===== config.mk =====
export PLATFORM = sky130hd
export DESIGN_NAME = cpu_event_handler
export DESIGN_NICKNAME = d
export VERILOG_FILES = /design/src/shared/evh_pkg.sv /design/src/hw/edge_flag.sv /design/src/hw/cpu_event_handler.sv
export SDC_FILE = /design/constraint.sdc
export NUM_CORES = 1
export LEC_CHECK = 0
export BUFFER_PORTS_ARGS = -buffer_cell sky130_fd_sc_hd__buf_2
export CAP_MARGIN = 20
export CORE_MARGIN = 1.5
export CORE_UTILIZATION = 50
export DETAILED_ROUTE_END_ITERATION = 12
export GPL_TIMING_DRIVEN = 0
export PLACE_DENSITY = 0.85
export RECOVER_POWER = 100
export SETUP_SLACK_MARGIN = 0.15
export SYNTH_ARGS = -nofsm -noshare
export SYNTH_HDL_FRONTEND = slang
export SYNTH_SLANG_ARGS = --single-unit

===== constraint.sdc =====
create_clock -name core_clk -period 4.2 [get_ports core_clk]
set_input_delay 0 -clock core_clk [delete_from_list [all_inputs] [get_ports core_clk]]
set_output_delay 0 -clock core_clk [all_outputs]
set_load 0.03 [all_outputs]

===== src/shared/evh_pkg.sv =====
package evh_pkg;
   localparam int NUM_SRC = 8;
   localparam int GRP_SIZE = 4;
   localparam int HIGH_LSB = 4;
   localparam int LOW_MSB = 3;
   localparam int ADDR_W = 6;
   localparam logic [ADDR_W-1:0] OFF_FLAGS = 6'h00;
   localparam logic [ADDR_W-1:0] OFF_ENABLE = 6'h04;
   localparam logic [ADDR_W-1:0] OFF_TOP_CODE = 6'h08;
   localparam logic [ADDR_W-1:0] OFF_SUMMARY = 6'h0c;
   localparam logic [ADDR_W-1:0] OFF_IRQ_STATUS = 6'h10;
   localparam logic [ADDR_W-1:0] OFF_IRQ_MASK = 6'h14;
   localparam logic [7:0] FLAGS_RST = 8'h00;
   localparam logic [7:0] ENABLE_RST = 8'h00;
   localparam logic [7:0] TOP_CODE_NONE = 8'hff;
   localparam logic [7:0] MASK_RST = 8'h00;
   localparam int SUM_HIGH_BIT = 1;
   localparam int SUM_LOW_BIT = 0;
   localparam logic [1:0] RESP_OKAY = 2'b00;
   localparam logic [1:0] RESP_SLVERR = 2'b10;
endpackage


===== src/hw/edge_flag.sv =====
`timescale 1ns/10ps
// one event source: edge detect, enable gate, sticky flag
module edge_flag (
   input wire logic core_clk,
   input wire logic resetn,
   input wire logic clk_en,
   input wire logic src,
   input wire logic enable,
   input wire logic clear,
   output logic flag_r,
   output logic rise
);
   logic src_prev_r;

   assign rise = src & ~src_prev_r;

   always_ff @(posedge core_clk) begin
      if (!resetn) begin
         src_prev_r <= 1'b0;
      end else if (clk_en) begin
         src_prev_r <= src;
      end
   end

   always_ff @(posedge core_clk) begin
      if (!resetn) begin
         flag_r <= 1'b0;
      end else if (clk_en) begin
         // set beats clear when both land together
         if (enable && rise) begin
            flag_r <= 1'b1;
         end else if (clear) begin
            flag_r <= 1'b0;
         end
      end
   end

   a_flag_sets_on_edge: assert property (@(posedge core_clk)
      disable iff (!resetn) clk_en && enable && rise |=> flag_r)
      else $error("enabled edge did not set flag");
   a_flag_holds: assert property (@(posedge core_clk)
      disable iff (!resetn) flag_r && !clear |=> flag_r)
      else $error("flag dropped without clear");
   a_no_set_disabled: assert property (@(posedge core_clk)
      disable iff (!resetn) clk_en && !flag_r && !(enable && rise)
      |=> !flag_r)
      else $error("flag set without enabled edge");
endmodule


===== src/hw/cpu_event_handler.sv =====
// Added by the designer: register access over AXI4-Lite and the address map.
`timescale 1ns/10ps
// Functional notes
// - eight event sources in two groups of four, high and low.
// - flags 7..4 form the high group, flags 3..0 the low group.
// - each group drives one of the two core event inputs.
// - an active source raises a stored flag, not a pass-through.
// - a flag sets only on a rising source edge with its enable one.
// - enable bits are read/write and reset to zero.
// - a flag stays set until a one is written to it; zero is no-op.
// - system reset clears all flags.
// - top code gives the highest set flag number, or 0xff if none.
// - top code reads all ones after reset.
// - summary bit 1 is any high flag, bit 0 any low flag, rest zero.
// - top code and summary follow the stored flags directly.
module cpu_event_handler
   import evh_pkg::*;
(
   input wire logic core_clk,
   input wire logic resetn,
   input wire logic clk_en,
   input wire logic [NUM_SRC-1:0] event_src,
   output logic cpu_event_line_a,
   output logic cpu_event_line_b,
   output logic irq,
   input wire logic [ADDR_W-1:0] s_axi_awaddr,
   input wire logic s_axi_awvalid,
   output logic s_axi_awready,
   input wire logic [31:0] s_axi_wdata,
   input wire logic [3:0] s_axi_wstrb,
   input wire logic s_axi_wvalid,
   output logic s_axi_wready,
   output logic [1:0] s_axi_bresp,
   output logic s_axi_bvalid,
   input wire logic s_axi_bready,
   input wire logic [ADDR_W-1:0] s_axi_araddr,
   input wire logic s_axi_arvalid,
   output logic s_axi_arready,
   output logic [31:0] s_axi_rdata,
   output logic [1:0] s_axi_rresp,
   output logic s_axi_rvalid,
   input wire logic s_axi_rready
);
   // ------------------------------------------------------------
   // declarations
   // ------------------------------------------------------------
   logic [7:0] event_flags;
   logic [7:0] event_enable_r;
   logic [7:0] flag_clear;
   logic [7:0] rise;
   logic [7:0] event_top_code;
   logic [7:0] event_level_summary;
   logic high_level_pending;
   logic low_level_pending;
   logic [7:0] irq_status_r;
   logic [7:0] irq_mask_r;
   logic [7:0] new_events;
   logic aw_held_r;
   logic w_held_r;
   logic [ADDR_W-1:0] awaddr_r;
   logic [31:0] wdata_r;
   logic [3:0] wstrb_r;
   logic wr_go;
   logic rd_go;
   logic status_rd;
   logic [31:0] rd_word;
   logic rd_ok;

   // ------------------------------------------------------------
   // event sources
   // ------------------------------------------------------------
   // one cell per source
   for (genvar i = 0; i < NUM_SRC; i++) begin : g_src
      edge_flag u_flag (
         .core_clk(core_clk),
         .resetn(resetn),
         .clk_en(clk_en),
         .src(event_src[i]),
         .enable(event_enable_r[i]),
         .clear(flag_clear[i]),
         .flag_r(event_flags[i]),
         .rise(rise[i])
      );
   end

   assign new_events = rise & event_enable_r & ~event_flags;

   // ------------------------------------------------------------
   // summaries
   // ------------------------------------------------------------
   assign high_level_pending = |event_flags[NUM_SRC-1:HIGH_LSB];
   assign low_level_pending = |event_flags[LOW_MSB:0];
   assign cpu_event_line_a = high_level_pending;
   assign cpu_event_line_b = low_level_pending;

   always_comb begin
      event_level_summary = 8'h00;
      event_level_summary[SUM_HIGH_BIT] = high_level_pending;
      event_level_summary[SUM_LOW_BIT] = low_level_pending;
   end

   a_summary_zero: assert property (@(posedge core_clk)
      disable iff (!resetn) event_flags == 8'h00
      |-> event_level_summary == 8'h00)
      else $error("summary set with no flag");
   a_codes_follow: assert property (@(posedge core_clk)
      disable iff (!resetn) $stable(event_flags)
      |-> $stable(event_top_code) && $stable(event_level_summary))
      else $error("codes moved without a flag change");

   // scan upward so the highest set flag wins
   always_comb begin
      event_top_code = TOP_CODE_NONE;
      for (int k = 0; k < NUM_SRC; k++) begin
         if (event_flags[k]) begin
            event_top_code = 8'(k);
         end
      end
   end

   // ------------------------------------------------------------
   // write channel
   // ------------------------------------------------------------
   // no beat taken while frozen, else the master would lose it
   assign s_axi_awready = clk_en && !aw_held_r && !s_axi_bvalid;
   assign s_axi_wready = clk_en && !w_held_r && !s_axi_bvalid;
   assign wr_go = aw_held_r && w_held_r && !s_axi_bvalid;

   always_ff @(posedge core_clk) begin
      if (!resetn) begin
         aw_held_r <= 1'b0;
         awaddr_r <= '0;
      end else if (clk_en) begin
         if (s_axi_awvalid && s_axi_awready) begin
            aw_held_r <= 1'b1;
            awaddr_r <= s_axi_awaddr;
         end else if (wr_go) begin
            aw_held_r <= 1'b0;
         end
      end
   end

   always_ff @(posedge core_clk) begin
      if (!resetn) begin
         w_held_r <= 1'b0;
         wdata_r <= '0;
         wstrb_r <= '0;
      end else if (clk_en) begin
         if (s_axi_wvalid && s_axi_wready) begin
            w_held_r <= 1'b1;
            wdata_r <= s_axi_wdata;
            wstrb_r <= s_axi_wstrb;
         end else if (wr_go) begin
            w_held_r <= 1'b0;
         end
      end
   end

   always_ff @(posedge core_clk) begin
      if (!resetn) begin
         s_axi_bvalid <= 1'b0;
         s_axi_bresp <= RESP_OKAY;
      end else if (clk_en) begin
         if (wr_go) begin
            s_axi_bvalid <= 1'b1;
            case (awaddr_r)
               OFF_FLAGS, OFF_ENABLE, OFF_TOP_CODE, OFF_SUMMARY,
               OFF_IRQ_STATUS, OFF_IRQ_MASK: s_axi_bresp <= RESP_OKAY;
               default: s_axi_bresp <= RESP_SLVERR;
            endcase
         end else if (s_axi_bready) begin
            s_axi_bvalid <= 1'b0;
         end
      end
   end

   // response comes with the register update, never before
   a_write_resp: assert property (@(posedge core_clk)
      disable iff (!resetn) clk_en && wr_go |=> s_axi_bvalid)
      else $error("write response missing");
   a_write_busy: assert property (@(posedge core_clk)
      disable iff (!resetn) s_axi_bvalid
      |-> !s_axi_awready && !s_axi_wready)
      else $error("write channel ready while response pending");
   a_write_slverr: assert property (@(posedge core_clk)
      disable iff (!resetn) clk_en && wr_go && awaddr_r > OFF_IRQ_MASK
      |=> s_axi_bresp == RESP_SLVERR)
      else $error("unmapped write not refused");

   // only byte 0 carries register bits
   always_comb begin
      flag_clear = 8'h00;
      if (wr_go && awaddr_r == OFF_FLAGS && wstrb_r[0]) begin
         flag_clear = wdata_r[7:0];
      end
   end

   a_zero_keeps: assert property (@(posedge core_clk)
      disable iff (!resetn) clk_en && (event_flags & ~flag_clear) != 8'h00
      |=> (event_flags & $past(event_flags & ~flag_clear))
      == $past(event_flags & ~flag_clear))
      else $error("flag lost without a one written");
   a_one_clears: assert property (@(posedge core_clk)
      disable iff (!resetn) clk_en && flag_clear != 8'h00
      |=> (event_flags & $past(flag_clear & ~(rise & event_enable_r)))
      == 8'h00)
      else $error("one written did not clear flag");

   always_ff @(posedge core_clk) begin
      if (!resetn) begin
         event_enable_r <= ENABLE_RST;
      end else if (clk_en) begin
         if (wr_go && awaddr_r == OFF_ENABLE && wstrb_r[0]) begin
            event_enable_r <= wdata_r[7:0];
         end
      end
   end

   always_ff @(posedge core_clk) begin
      if (!resetn) begin
         irq_mask_r <= MASK_RST;
      end else if (clk_en) begin
         if (wr_go && awaddr_r == OFF_IRQ_MASK && wstrb_r[0]) begin
            irq_mask_r <= wdata_r[7:0];
         end
      end
   end

   // ------------------------------------------------------------
   // read channel
   // ------------------------------------------------------------
   assign s_axi_arready = clk_en && !s_axi_rvalid;
   assign rd_go = s_axi_arvalid && s_axi_arready;
   assign status_rd = rd_go && s_axi_araddr == OFF_IRQ_STATUS;

   always_comb begin
      rd_word = 32'h0000_0000;
      rd_ok = 1'b1;
      case (s_axi_araddr)
         OFF_FLAGS: rd_word[7:0] = event_flags;
         OFF_ENABLE: rd_word[7:0] = event_enable_r;
         OFF_TOP_CODE: rd_word[7:0] = event_top_code;
         OFF_SUMMARY: rd_word[7:0] = event_level_summary;
         OFF_IRQ_STATUS: rd_word[7:0] = irq_status_r;
         OFF_IRQ_MASK: rd_word[7:0] = irq_mask_r;
         default: rd_ok = 1'b0;
      endcase
   end

   always_ff @(posedge core_clk) begin
      if (!resetn) begin
         s_axi_rvalid <= 1'b0;
         s_axi_rdata <= 32'h0000_0000;
         s_axi_rresp <= RESP_OKAY;
      end else if (clk_en) begin
         if (rd_go) begin
            s_axi_rvalid <= 1'b1;
            s_axi_rdata <= rd_word;
            s_axi_rresp <= rd_ok ? RESP_OKAY : RESP_SLVERR;
         end else if (s_axi_rready) begin
            s_axi_rvalid <= 1'b0;
         end
      end
   end

   a_read_data: assert property (@(posedge core_clk)
      disable iff (!resetn) clk_en && rd_go
      |=> s_axi_rvalid && s_axi_rdata == $past(rd_word))
      else $error("read data not captured");
   a_read_busy: assert property (@(posedge core_clk)
      disable iff (!resetn) s_axi_rvalid |-> !s_axi_arready)
      else $error("read address taken while data pending");
   a_read_upper: assert property (@(posedge core_clk)
      disable iff (!resetn) s_axi_rvalid
      |-> s_axi_rdata[31:8] == 24'h00_0000)
      else $error("upper read bits not zero");

   // ------------------------------------------------------------
   // interrupt
   // ------------------------------------------------------------
   // new event beats the read clear in the same cycle
   always_ff @(posedge core_clk) begin
      if (!resetn) begin
         irq_status_r <= 8'h00;
      end else if (clk_en) begin
         irq_status_r <= (status_rd ? 8'h00 : irq_status_r) | new_events;
      end
   end

   assign irq = |(irq_status_r & irq_mask_r);

   a_status_keeps: assert property (@(posedge core_clk)
      disable iff (!resetn) clk_en && !status_rd
      |=> (irq_status_r & $past(irq_status_r)) == $past(irq_status_r))
      else $error("status bit lost without a read");
   a_status_sets: assert property (@(posedge core_clk)
      disable iff (!resetn) clk_en && new_events != 8'h00
      |=> (irq_status_r & $past(new_events)) == $past(new_events))
      else $error("new event missed in status");
   a_status_read: assert property (@(posedge core_clk)
      disable iff (!resetn) clk_en && status_rd
      |=> irq_status_r == $past(new_events))
      else $error("status read did not clear");
   a_irq_masked: assert property (@(posedge core_clk)
      disable iff (!resetn) irq_mask_r == 8'h00 |-> !irq)
      else $error("irq raised with all bits masked");

   // ------------------------------------------------------------
   // checks
   // ------------------------------------------------------------
   a_top_code_none: assert property (@(posedge core_clk)
      disable iff (!resetn) event_flags == 8'h00
      |-> event_top_code == TOP_CODE_NONE)
      else $error("top code not all ones with no flag");
   a_top_code_max: assert property (@(posedge core_clk)
      disable iff (!resetn) event_flags != 8'h00
      |-> event_flags[event_top_code[2:0]] && event_top_code < 8'h08
       && (event_flags >> event_top_code[2:0]) == 8'h01)
      else $error("top code not highest set flag");
   a_lines_follow: assert property (@(posedge core_clk)
      disable iff (!resetn) cpu_event_line_a == (|event_flags[7:4])
      && cpu_event_line_b == (|event_flags[3:0]))
      else $error("event lines disagree with flags");
   a_summary_upper: assert property (@(posedge core_clk)
      disable iff (!resetn) event_level_summary[7:2] == 6'h00
      && event_level_summary[1] == cpu_event_line_a
      && event_level_summary[0] == cpu_event_line_b)
      else $error("summary bits wrong");
   a_enable_write: assert property (@(posedge core_clk)
      disable iff (!resetn) clk_en && wr_go && awaddr_r == OFF_ENABLE
      && wstrb_r[0] |=> event_enable_r == $past(wdata_r[7:0]))
      else $error("enable write lost");
   a_clear_one: assert property (@(posedge core_clk)
      disable iff (!resetn) clk_en && flag_clear[0] && !rise[0]
      |=> !event_flags[0])
      else $error("write one did not clear flag");
   a_set_wins: assert property (@(posedge core_clk)
      disable iff (!resetn) clk_en && flag_clear[7] && rise[7]
      && event_enable_r[7] |=> event_flags[7])
      else $error("edge lost against clear");
   a_reset_flags: assert property (@(posedge core_clk)
      !resetn |=> event_flags == 8'h00 && event_top_code == 8'hff)
      else $error("reset did not clear flags");
   a_reset_regs: assert property (@(posedge core_clk)
      !resetn |=> event_enable_r == ENABLE_RST && irq_mask_r == MASK_RST
      && irq_status_r == 8'h00 && !s_axi_bvalid && !s_axi_rvalid)
      else $error("registers not cleared by reset");
   a_frozen: assert property (@(posedge core_clk)
      disable iff (!resetn) !clk_en |=> $stable(event_flags)
      && $stable(event_enable_r) && $stable(irq_status_r))
      else $error("state moved while clock enable low");
endmodule


==> impl_metrics.py, run 1 <==
metrics = {
    "drt": {
        "vias": 3090,
        "met2_routed_length_um": 4080,
        "detailroute.wirelength.met3_um": 712,
        "detail_route.iter0.violations": 411,
        "finalWirelength_um": 8560,
        "highest-signal-layer": "met4",
        "vias_per_instance": 5.34,
        "drc_errors": 9,
        "route.layer.met1.wl_um": 3660,
        "ant_nets": 0,
        "drt_pass1_iterations": 12,
        "drt-wirelength-per-cell_um": 14.8,
    },
    "power_and_ir_drop": {
        "vdd_drop_max_mv": 0.254,
        "total_leakage_power_nw": 1.79,
        "powerDensity_mw_per_mm2": 316,
    },
    "floorplanning": {
        "die-height_um": 85.2,
        "chipWidth_um": 85.2,
        "die_area_mm2": 0.00726,
        "core-area_mm2": 0.00642,
        "row_count": 29,
        "initial_core_util": 0.526,
        "floorplan.io_pins": 108,
    },
    "synthesis": {
        "synthesis.yosys.warnings": 0,
        "synth.avg_cell_area_um2": 8.91,
        "post_synth_instance_area_mm2": 0.00338,
        "number_of_enable_flip_flop_cells_after_synthesis": 0,
        "ys_async_sr_fraction": 0,
        "syn-instance-count": 379,
        "post_synth_num_cell_types": 53,
        "synth_sequential_area_ratio": 0.409,
        "synth_top_flop_cell": "sky130_fd_sc_hd__dfxtp_1",
        "synth_seq_cells": 69,
    },
    "critical_path": {
        "setup.worst_path.end_class": "flip-flop",
        "ff2ff_path_depth": 4,
        "crit_type": "reg -> reg",
        "critical_path.startpoint_type": "flip-flop",
        "crit_arrival_ns": 2.54,
        "crit_path_max_fanout": 8,
        "worstPathRequired_ns": 4.37,
    },
    "clocking": {
        "clk-insertion-delay-late_ns": 0.35,
        "cts_htree_levels": 3,
        "cts_root_buffer": "sky130_fd_sc_hd__clkbuf_8",
        "post_cts.repair.setup_buffers": 0,
        "cts.sink_count": 69,
        "tritoncts": "built",
        "tritoncts.num_buffers": 9,
        "cts.clk_slew.worst_paths_ns": 0.08,
        "longest_clk_path_bufs": 2,
    },
    "cells_and_area": {
        "area_growth_syn_to_layout_pct": 26.3,
        "layout-drive-gt1-share": 0.177,
        "nNetsFinal": 562,
        "layoutNonFillerInstCount": 579,
        "diodes": 0,
    },
    "placed_design": {
        "io_buffers": 53,
        "hpwlAfterDp_um": 6040,
        "last_weighted_congestion_value_of_the_routability_driven_placer": 0.951,
        "post-place-cells": 534,
    },
    "timing": {
        "min_period_over_period": 0.564,
        "fin_worst_skew_ns": 0.0125,
        "setup_violations": 0,
        "slew_violations": 0,
        "timing_worst_slew_pin_value_ns": 1.24,
        "fmax_mhz": 422,
        "slew-limit-headroom": 0.174,
        "final_hold_viol_count": 0,
        "rsz0062_at_grt": "false",
        "final.min_clock_period_ns": 2.37,
        "setup_total_negative_slack_ns": 0,
    },
    "grt": {
        "grtUsageTotal": 0.245,
        "antenna_found_initial": 0,
        "grt_remaining_overflow": 0,
        "grt_start_max_net_pins": 12,
        "grt_pass1_wl_um": 13900,
        "first_global_vias": 2889,
    },
    "status": {
        "failing_checks": "DRC",
        "run_status": "finished, violations left",
    },
    "run": {
        "timing.max_cap.violations": 0,
    },
    "worst_hold_path": {
        "hold_path.class": "in -> reg",
        "min_delay_path_depth": 3,
    },
}
power by group:
| group | internal, mW | switching [mW] | total [mW] |
|---|---|---|---|
| sequential | 0.668 | 0.0106 | 0.679 |
| clock | 0.244 | 0.251 | 0.494 |
| combinational | 0.0764 | 0.0963 | 0.173 |
| total | 0.988 | 0.357 | 1.35 |
layer usage:
layer  GRT usage  vias to the layer above
li1            -                     1524
met5           0                        -
met2       0.408                      139
met3      0.0535                        9
met1       0.310                     1418
met4      0.0984                        0
sequential cells by signal, indices dropped and copies added, names as in the netlist, 6 cells and up:
register                 flops
irq_mask_r                   8
s_axi_rdata                  8
irq_status_r                 8
event_enable_r               8
awaddr_r                     6
g_src.u_flag.flag_r          8
g_src.u_flag.src_prev_r      8
wdata_r                      8
cell usage after synthesis, drive strengths merged (6+ instances only):
cell type	count	area [um2]
a21boi	10	75.1
nand4b	8	70.1
mux2i	30	300
nor2b	26	163
buf	32	234
o21ai	18	90.1
nand2	58	218
clkbuf	12	56.3
a21oi	11	55.1
nor2	16	60.1
inv	10	37.5
a22oi	6	45.0
and2	14	92.6
a222oi	6	60.1
a31oi	12	75.1
dfxtp	69	1380
worst max-delay path: stages (launching register included):
cell and delay (ns):
sky130_fd_sc_hd__dfxtp_1 0.36, sky130_fd_sc_hd__and4b_1 0.35, sky130_fd_sc_hd__and4_1 0.26, sky130_fd_sc_hd__nor3b_1 1.00, sky130_fd_sc_hd__a31oi_1 0.22
final timing paths:
check	startpoint	slack, ns	to
max reg2reg	s_axi_bvalid	1.83	g_src[0].u_flag.flag_r
min	resetn	0.05	s_axi_rresp[1]
min reg2reg	wdata_r[4]	0.48	wdata_r[4]
max	s_axi_bvalid	1.83	g_src[0].u_flag.flag_r
timing repair:
action | CTS | global route
hold buffers | 30 | 0
endpoints found under the hold margin | 34 | 0
gates resized for setup | 0 | 0
cell type report:
| class | count | area, um2 |
|---|---|---|
| buffer | 44 | 285 |
| multi-input combinational | 281 | 1750 |
| inverter | 10 | 37.5 |
| sequential | 69 | 1380 |
| clock buffer | 12 | 155 |
| fill | 527 | 2160 |
| clock inverter | 3 | 21.3 |
| tap | 77 | 96.3 |
| timing repair buffer | 83 | 541 |
layout by cell type, fill, tap and decap left out, types with 3 or more instances in the layout:
master and instances:
sky130_fd_sc_hd__inv_1 10, sky130_fd_sc_hd__nand4b_1 8, sky130_fd_sc_hd__dlygate4sd3_1 30, sky130_fd_sc_hd__a41oi_1 4
sky130_fd_sc_hd__mux2i_1 30, sky130_fd_sc_hd__buf_4 27, sky130_fd_sc_hd__o21ai_0 18, sky130_fd_sc_hd__a21oi_1 11
sky130_fd_sc_hd__a21boi_0 8, sky130_fd_sc_hd__nor3b_1 4, sky130_fd_sc_hd__a22oi_1 6, sky130_fd_sc_hd__nor2_1 16
sky130_fd_sc_hd__a31oi_1 12, sky130_fd_sc_hd__conb_1 26, sky130_fd_sc_hd__clkbuf_8 12, sky130_fd_sc_hd__clkbuf_1 35
sky130_fd_sc_hd__nand2_1 58, sky130_fd_sc_hd__nor2b_1 26, sky130_fd_sc_hd__and2_1 8, sky130_fd_sc_hd__a222oi_1 6
sky130_fd_sc_hd__and2_2 4, sky130_fd_sc_hd__buf_2 33, sky130_fd_sc_hd__dfxtp_1 69, sky130_fd_sc_hd__nand3_1 3
through the flow:
step                      cell area (um2)  worst slack, ns  power [mW]  hold WS (ns)   util
after floorplan                      3470             2.19       0.802         0.135      -
after global placement               3830             2.45       0.841         0.246  0.597
after detailed placement             3830             2.36       0.844         0.248  0.597
after CTS                            4310             2.34        1.35        0.0342  0.671
after global routing                 4260             1.80        1.40        0.0663  0.664
final                                4260             1.83        1.35        0.0457  0.664
kinds of logic after synthesis:
kind of cell / count (synthesis) / share of synthesized area
AO/OA/AOI/OAI: 78 / 0.162
buffers and inverters: 54 / 0.0971
flip-flops: 69 / 0.409
multiplexers: 30 / 0.0889
AND/OR/NAND/NOR: 147 / 0.242
other: 1 / 0.00111
Power figures use the tool's default switching activity.
==> run 2, diff against run 1 <==
--- a/config.mk
+++ b/config.mk
@@ -8,10 +8,10 @@
 export BUFFER_PORTS_ARGS = -buffer_cell sky130_fd_sc_hd__buf_2
 export CAP_MARGIN = 20
 export CORE_MARGIN = 1.5
-export CORE_UTILIZATION = 50
+export CORE_UTILIZATION = 46
 export DETAILED_ROUTE_END_ITERATION = 12
 export GPL_TIMING_DRIVEN = 0
-export PLACE_DENSITY = 0.85
+export PLACE_DENSITY = 0.82
 export RECOVER_POWER = 100
 export SETUP_SLACK_MARGIN = 0.15
 export SYNTH_ARGS = -nofsm -noshare
==> constraint.sdc (replaced) <==
create_clock -name core_clk -period 2.1 [get_ports core_clk]
set_input_delay 0 -clock core_clk [delete_from_list [all_inputs] [get_ports core_clk]]
set_output_delay 0 -clock core_clk [all_outputs]
set_load 0.03 [all_outputs]
==> impl_metrics.py, run 2 (synthesis gave the netlist of run 1 again) <==
metrics = {
    "floorplanning": {
        "core-area_mm2": 0.00718,
        "floorplan.io_pins": 108,
        "die-height_um": 88.7,
        "die_area_mm2": 0.00786,
        "initial_core_util": 0.471,
        "chipWidth_um": 88.7,
        "row_count": 31,
    },
    "power_and_ir_drop": {
        "pwr-share-clk": 0.402,
        "total_power_mw": 2.86,
        "power_share_of_the_sequential_group": 0.475,
        "total_leakage_power_nw": 1.81,
        "power_report.internal_total_mw": 2.15,
        "vdd_drop_max_mv": 0.325,
        "powerDensity_mw_per_mm2": 660,
        "sw_frac_of_total": 0.248,
        "switchingPower_mw": 0.709,
        "combPwrFrac": 0.123,
    },
    "timing": {
        "fin_hold_ws_ns": 0.0349,
        "slew_violations": 0,
        "slew-limit-headroom": 0.478,
        "rsz0062_at_grt": "false",
        "min_period_over_period": 0.886,
        "final.min_clock_period_ns": 1.86,
        "setup_total_negative_slack_ns": 0,
        "fin_worst_skew_ns": 0.00687,
        "setup_violations": 0,
        "postLayoutSetupSlackWorst_ns": 0.239,
        "final_hold_viol_count": 0,
        "fmax_mhz": 537,
        "timing_worst_slew_pin_value_ns": 0.783,
    },
    "grt": {
        "gr-max-usage-layer": "met2",
        "globalRouteMet3Util": 0.0448,
        "grtUsageMet1": 0.312,
        "grt_remaining_overflow": 0,
        "first_global_vias": 2946,
        "grt_start_max_net_pins": 12,
        "grtUsageMet2": 0.382,
        "grt_pass1_wl_um": 14200,
        "grtUsageTotal": 0.241,
        "antenna_found_initial": 0,
    },
    "critical_path": {
        "worstPathRequired_ns": 2.10,
        "critical_path.startpoint_type": "input pin",
        "crit_path_max_fanout": 10,
        "ff2ff_path_depth": 5,
        "crit_type": "in -> out",
        "setup.worst_path.end_class": "primary output",
        "crit_arrival_ns": 1.86,
    },
    "clocking": {
        "tritoncts": "built",
        "cts_htree_levels": 3,
        "clk-insertion-delay-late_ns": 0.35,
        "cts_root_buffer": "sky130_fd_sc_hd__clkbuf_8",
        "cts.clk_slew.worst_paths_ns": 0.07,
        "cts.sink_count": 69,
        "longest_clk_path_bufs": 2,
        "tritoncts.num_buffers": 9,
    },
    "drt": {
        "finalWirelength_um": 8800,
        "drt-wirelength-per-cell_um": 14.6,
        "drt_pass1_iterations": 5,
        "drc_errors": 0,
        "detail_route.iter0.violations": 352,
        "vias": 3151,
        "vias_per_instance": 5.23,
        "ant_nets": 0,
    },
    "placed_design": {
        "io_buffers": 53,
        "dp_slack_ns": 0.223,
        "hpwlAfterDp_um": 6200,
        "last_weighted_congestion_value_of_the_routability_driven_placer": 0.882,
    },
    "run": {
        "timing.max_cap.violations": 0,
    },
    "cells_and_area": {
        "layout-drive-gt1-share": 0.179,
        "layout.cells.most_common_list": "sky130_fd_sc_hd__dfxtp_1 (69), sky130_fd_sc_hd__nand2_1 (58), sky130_fd_sc_hd__clkbuf_1 (35)",
        "commonest_non_fill_non_tap_cell_in_the_layout": "sky130_fd_sc_hd__dfxtp_1",
        "fill_cells": 619,
        "area_growth_syn_to_layout_pct": 28.6,
        "nNetsFinal": 563,
        "diodes": 0,
    },
    "status": {
        "run_status": "complete, no violations",
    },
    "worst_hold_path": {
        "hold_path.class": "in -> reg",
        "min_delay_path_depth": 3,
    },
}
-- run 2: changes by cell type in the layout (fill, tap and decap cells not counted) --
| cell | delta |
|---|---|
| sky130_fd_sc_hd__clkbuf_2 | +1 |
| sky130_fd_sc_hd__clkinvlp_4 | -1 |
| sky130_fd_sc_hd__a2111oi_0 | +1 |
| sky130_fd_sc_hd__a2111oi_2 | -1 |
| sky130_fd_sc_hd__bufinv_16 | +2 |
| sky130_fd_sc_hd__nor3_1 | -1 |
| sky130_fd_sc_hd__nor3_2 | +1 |
| sky130_fd_sc_hd__dlygate4sd3_1 | +1 |
| sky130_fd_sc_hd__nor3b_4 | +1 |
| sky130_fd_sc_hd__clkbuf_8 | -2 |
| sky130_fd_sc_hd__nor3b_1 | -1 |
-- run 2: repair_timing --
item	CTS	global route
hold buffers	31	0
resized for setup	0	1
hold endpoints to repair	35	0
buffers inserted	0	0
setup endpoints to repair	0	8
-- run 2: worst max-delay path, stage by stage --
cell	delay (ns)
sky130_fd_sc_hd__clkbuf_1	0.25
sky130_fd_sc_hd__clkbuf_1	0.43
sky130_fd_sc_hd__clkbuf_1	0.65
sky130_fd_sc_hd__nor2b_1	0.21
sky130_fd_sc_hd__clkbuf_1	0.31
-- run 2: metrics by stage --
step,utilization,cells,area [um2]
after detailed placement,0.539,556,3870
final,0.605,602,4340
after CTS,0.611,602,4390
after global routing,0.605,602,4340
after global placement,0.539,556,3870
after floorplan,-,404,3480
-- run 2: per-layer routing --
metal	share of wire	wire [um]
met1	0.45	3960
met2	0.46	4020
met3	0.067	590
met4	0.026	232
met5	0	0
-- run 2: worst paths after layout --
kind                              startpoint                      to  slack [ns]
worst min register to register    wdata_r[0]  g_src[0].u_flag.flag_r        0.48
worst max-delay path                  clk_en           s_axi_arready        0.24
worst min-delay path                  resetn          s_axi_rresp[1]        0.03
worst max register to register  s_axi_bvalid       event_enable_r[6]        0.30
-- run 2: cell type report --
type                    count  area [um2]  share of cell area
plain buffers              44         287              0.0660
repair buffers             84         551               0.127
well taps                  99         124              0.0285
inverters                  10        37.5             0.00865
flip-flops and latches     69        1380               0.318
multi-input cells         281        1760               0.405
clock buffers              11         131              0.0303
clock inverters             4        73.8              0.0170
-- run 2: power groups by stage --
stage | Clock (mW) | Combinational [mW] | Sequential (mW)
after floorplan | 0 | 0.218 | 1.39
final | 1.15 | 0.352 | 1.36
after global routing | 1.23 | 0.382 | 1.36
after global placement | 0 | 0.298 | 1.39
after CTS | 1.17 | 0.350 | 1.36
after detailed placement | 0 | 0.305 | 1.39
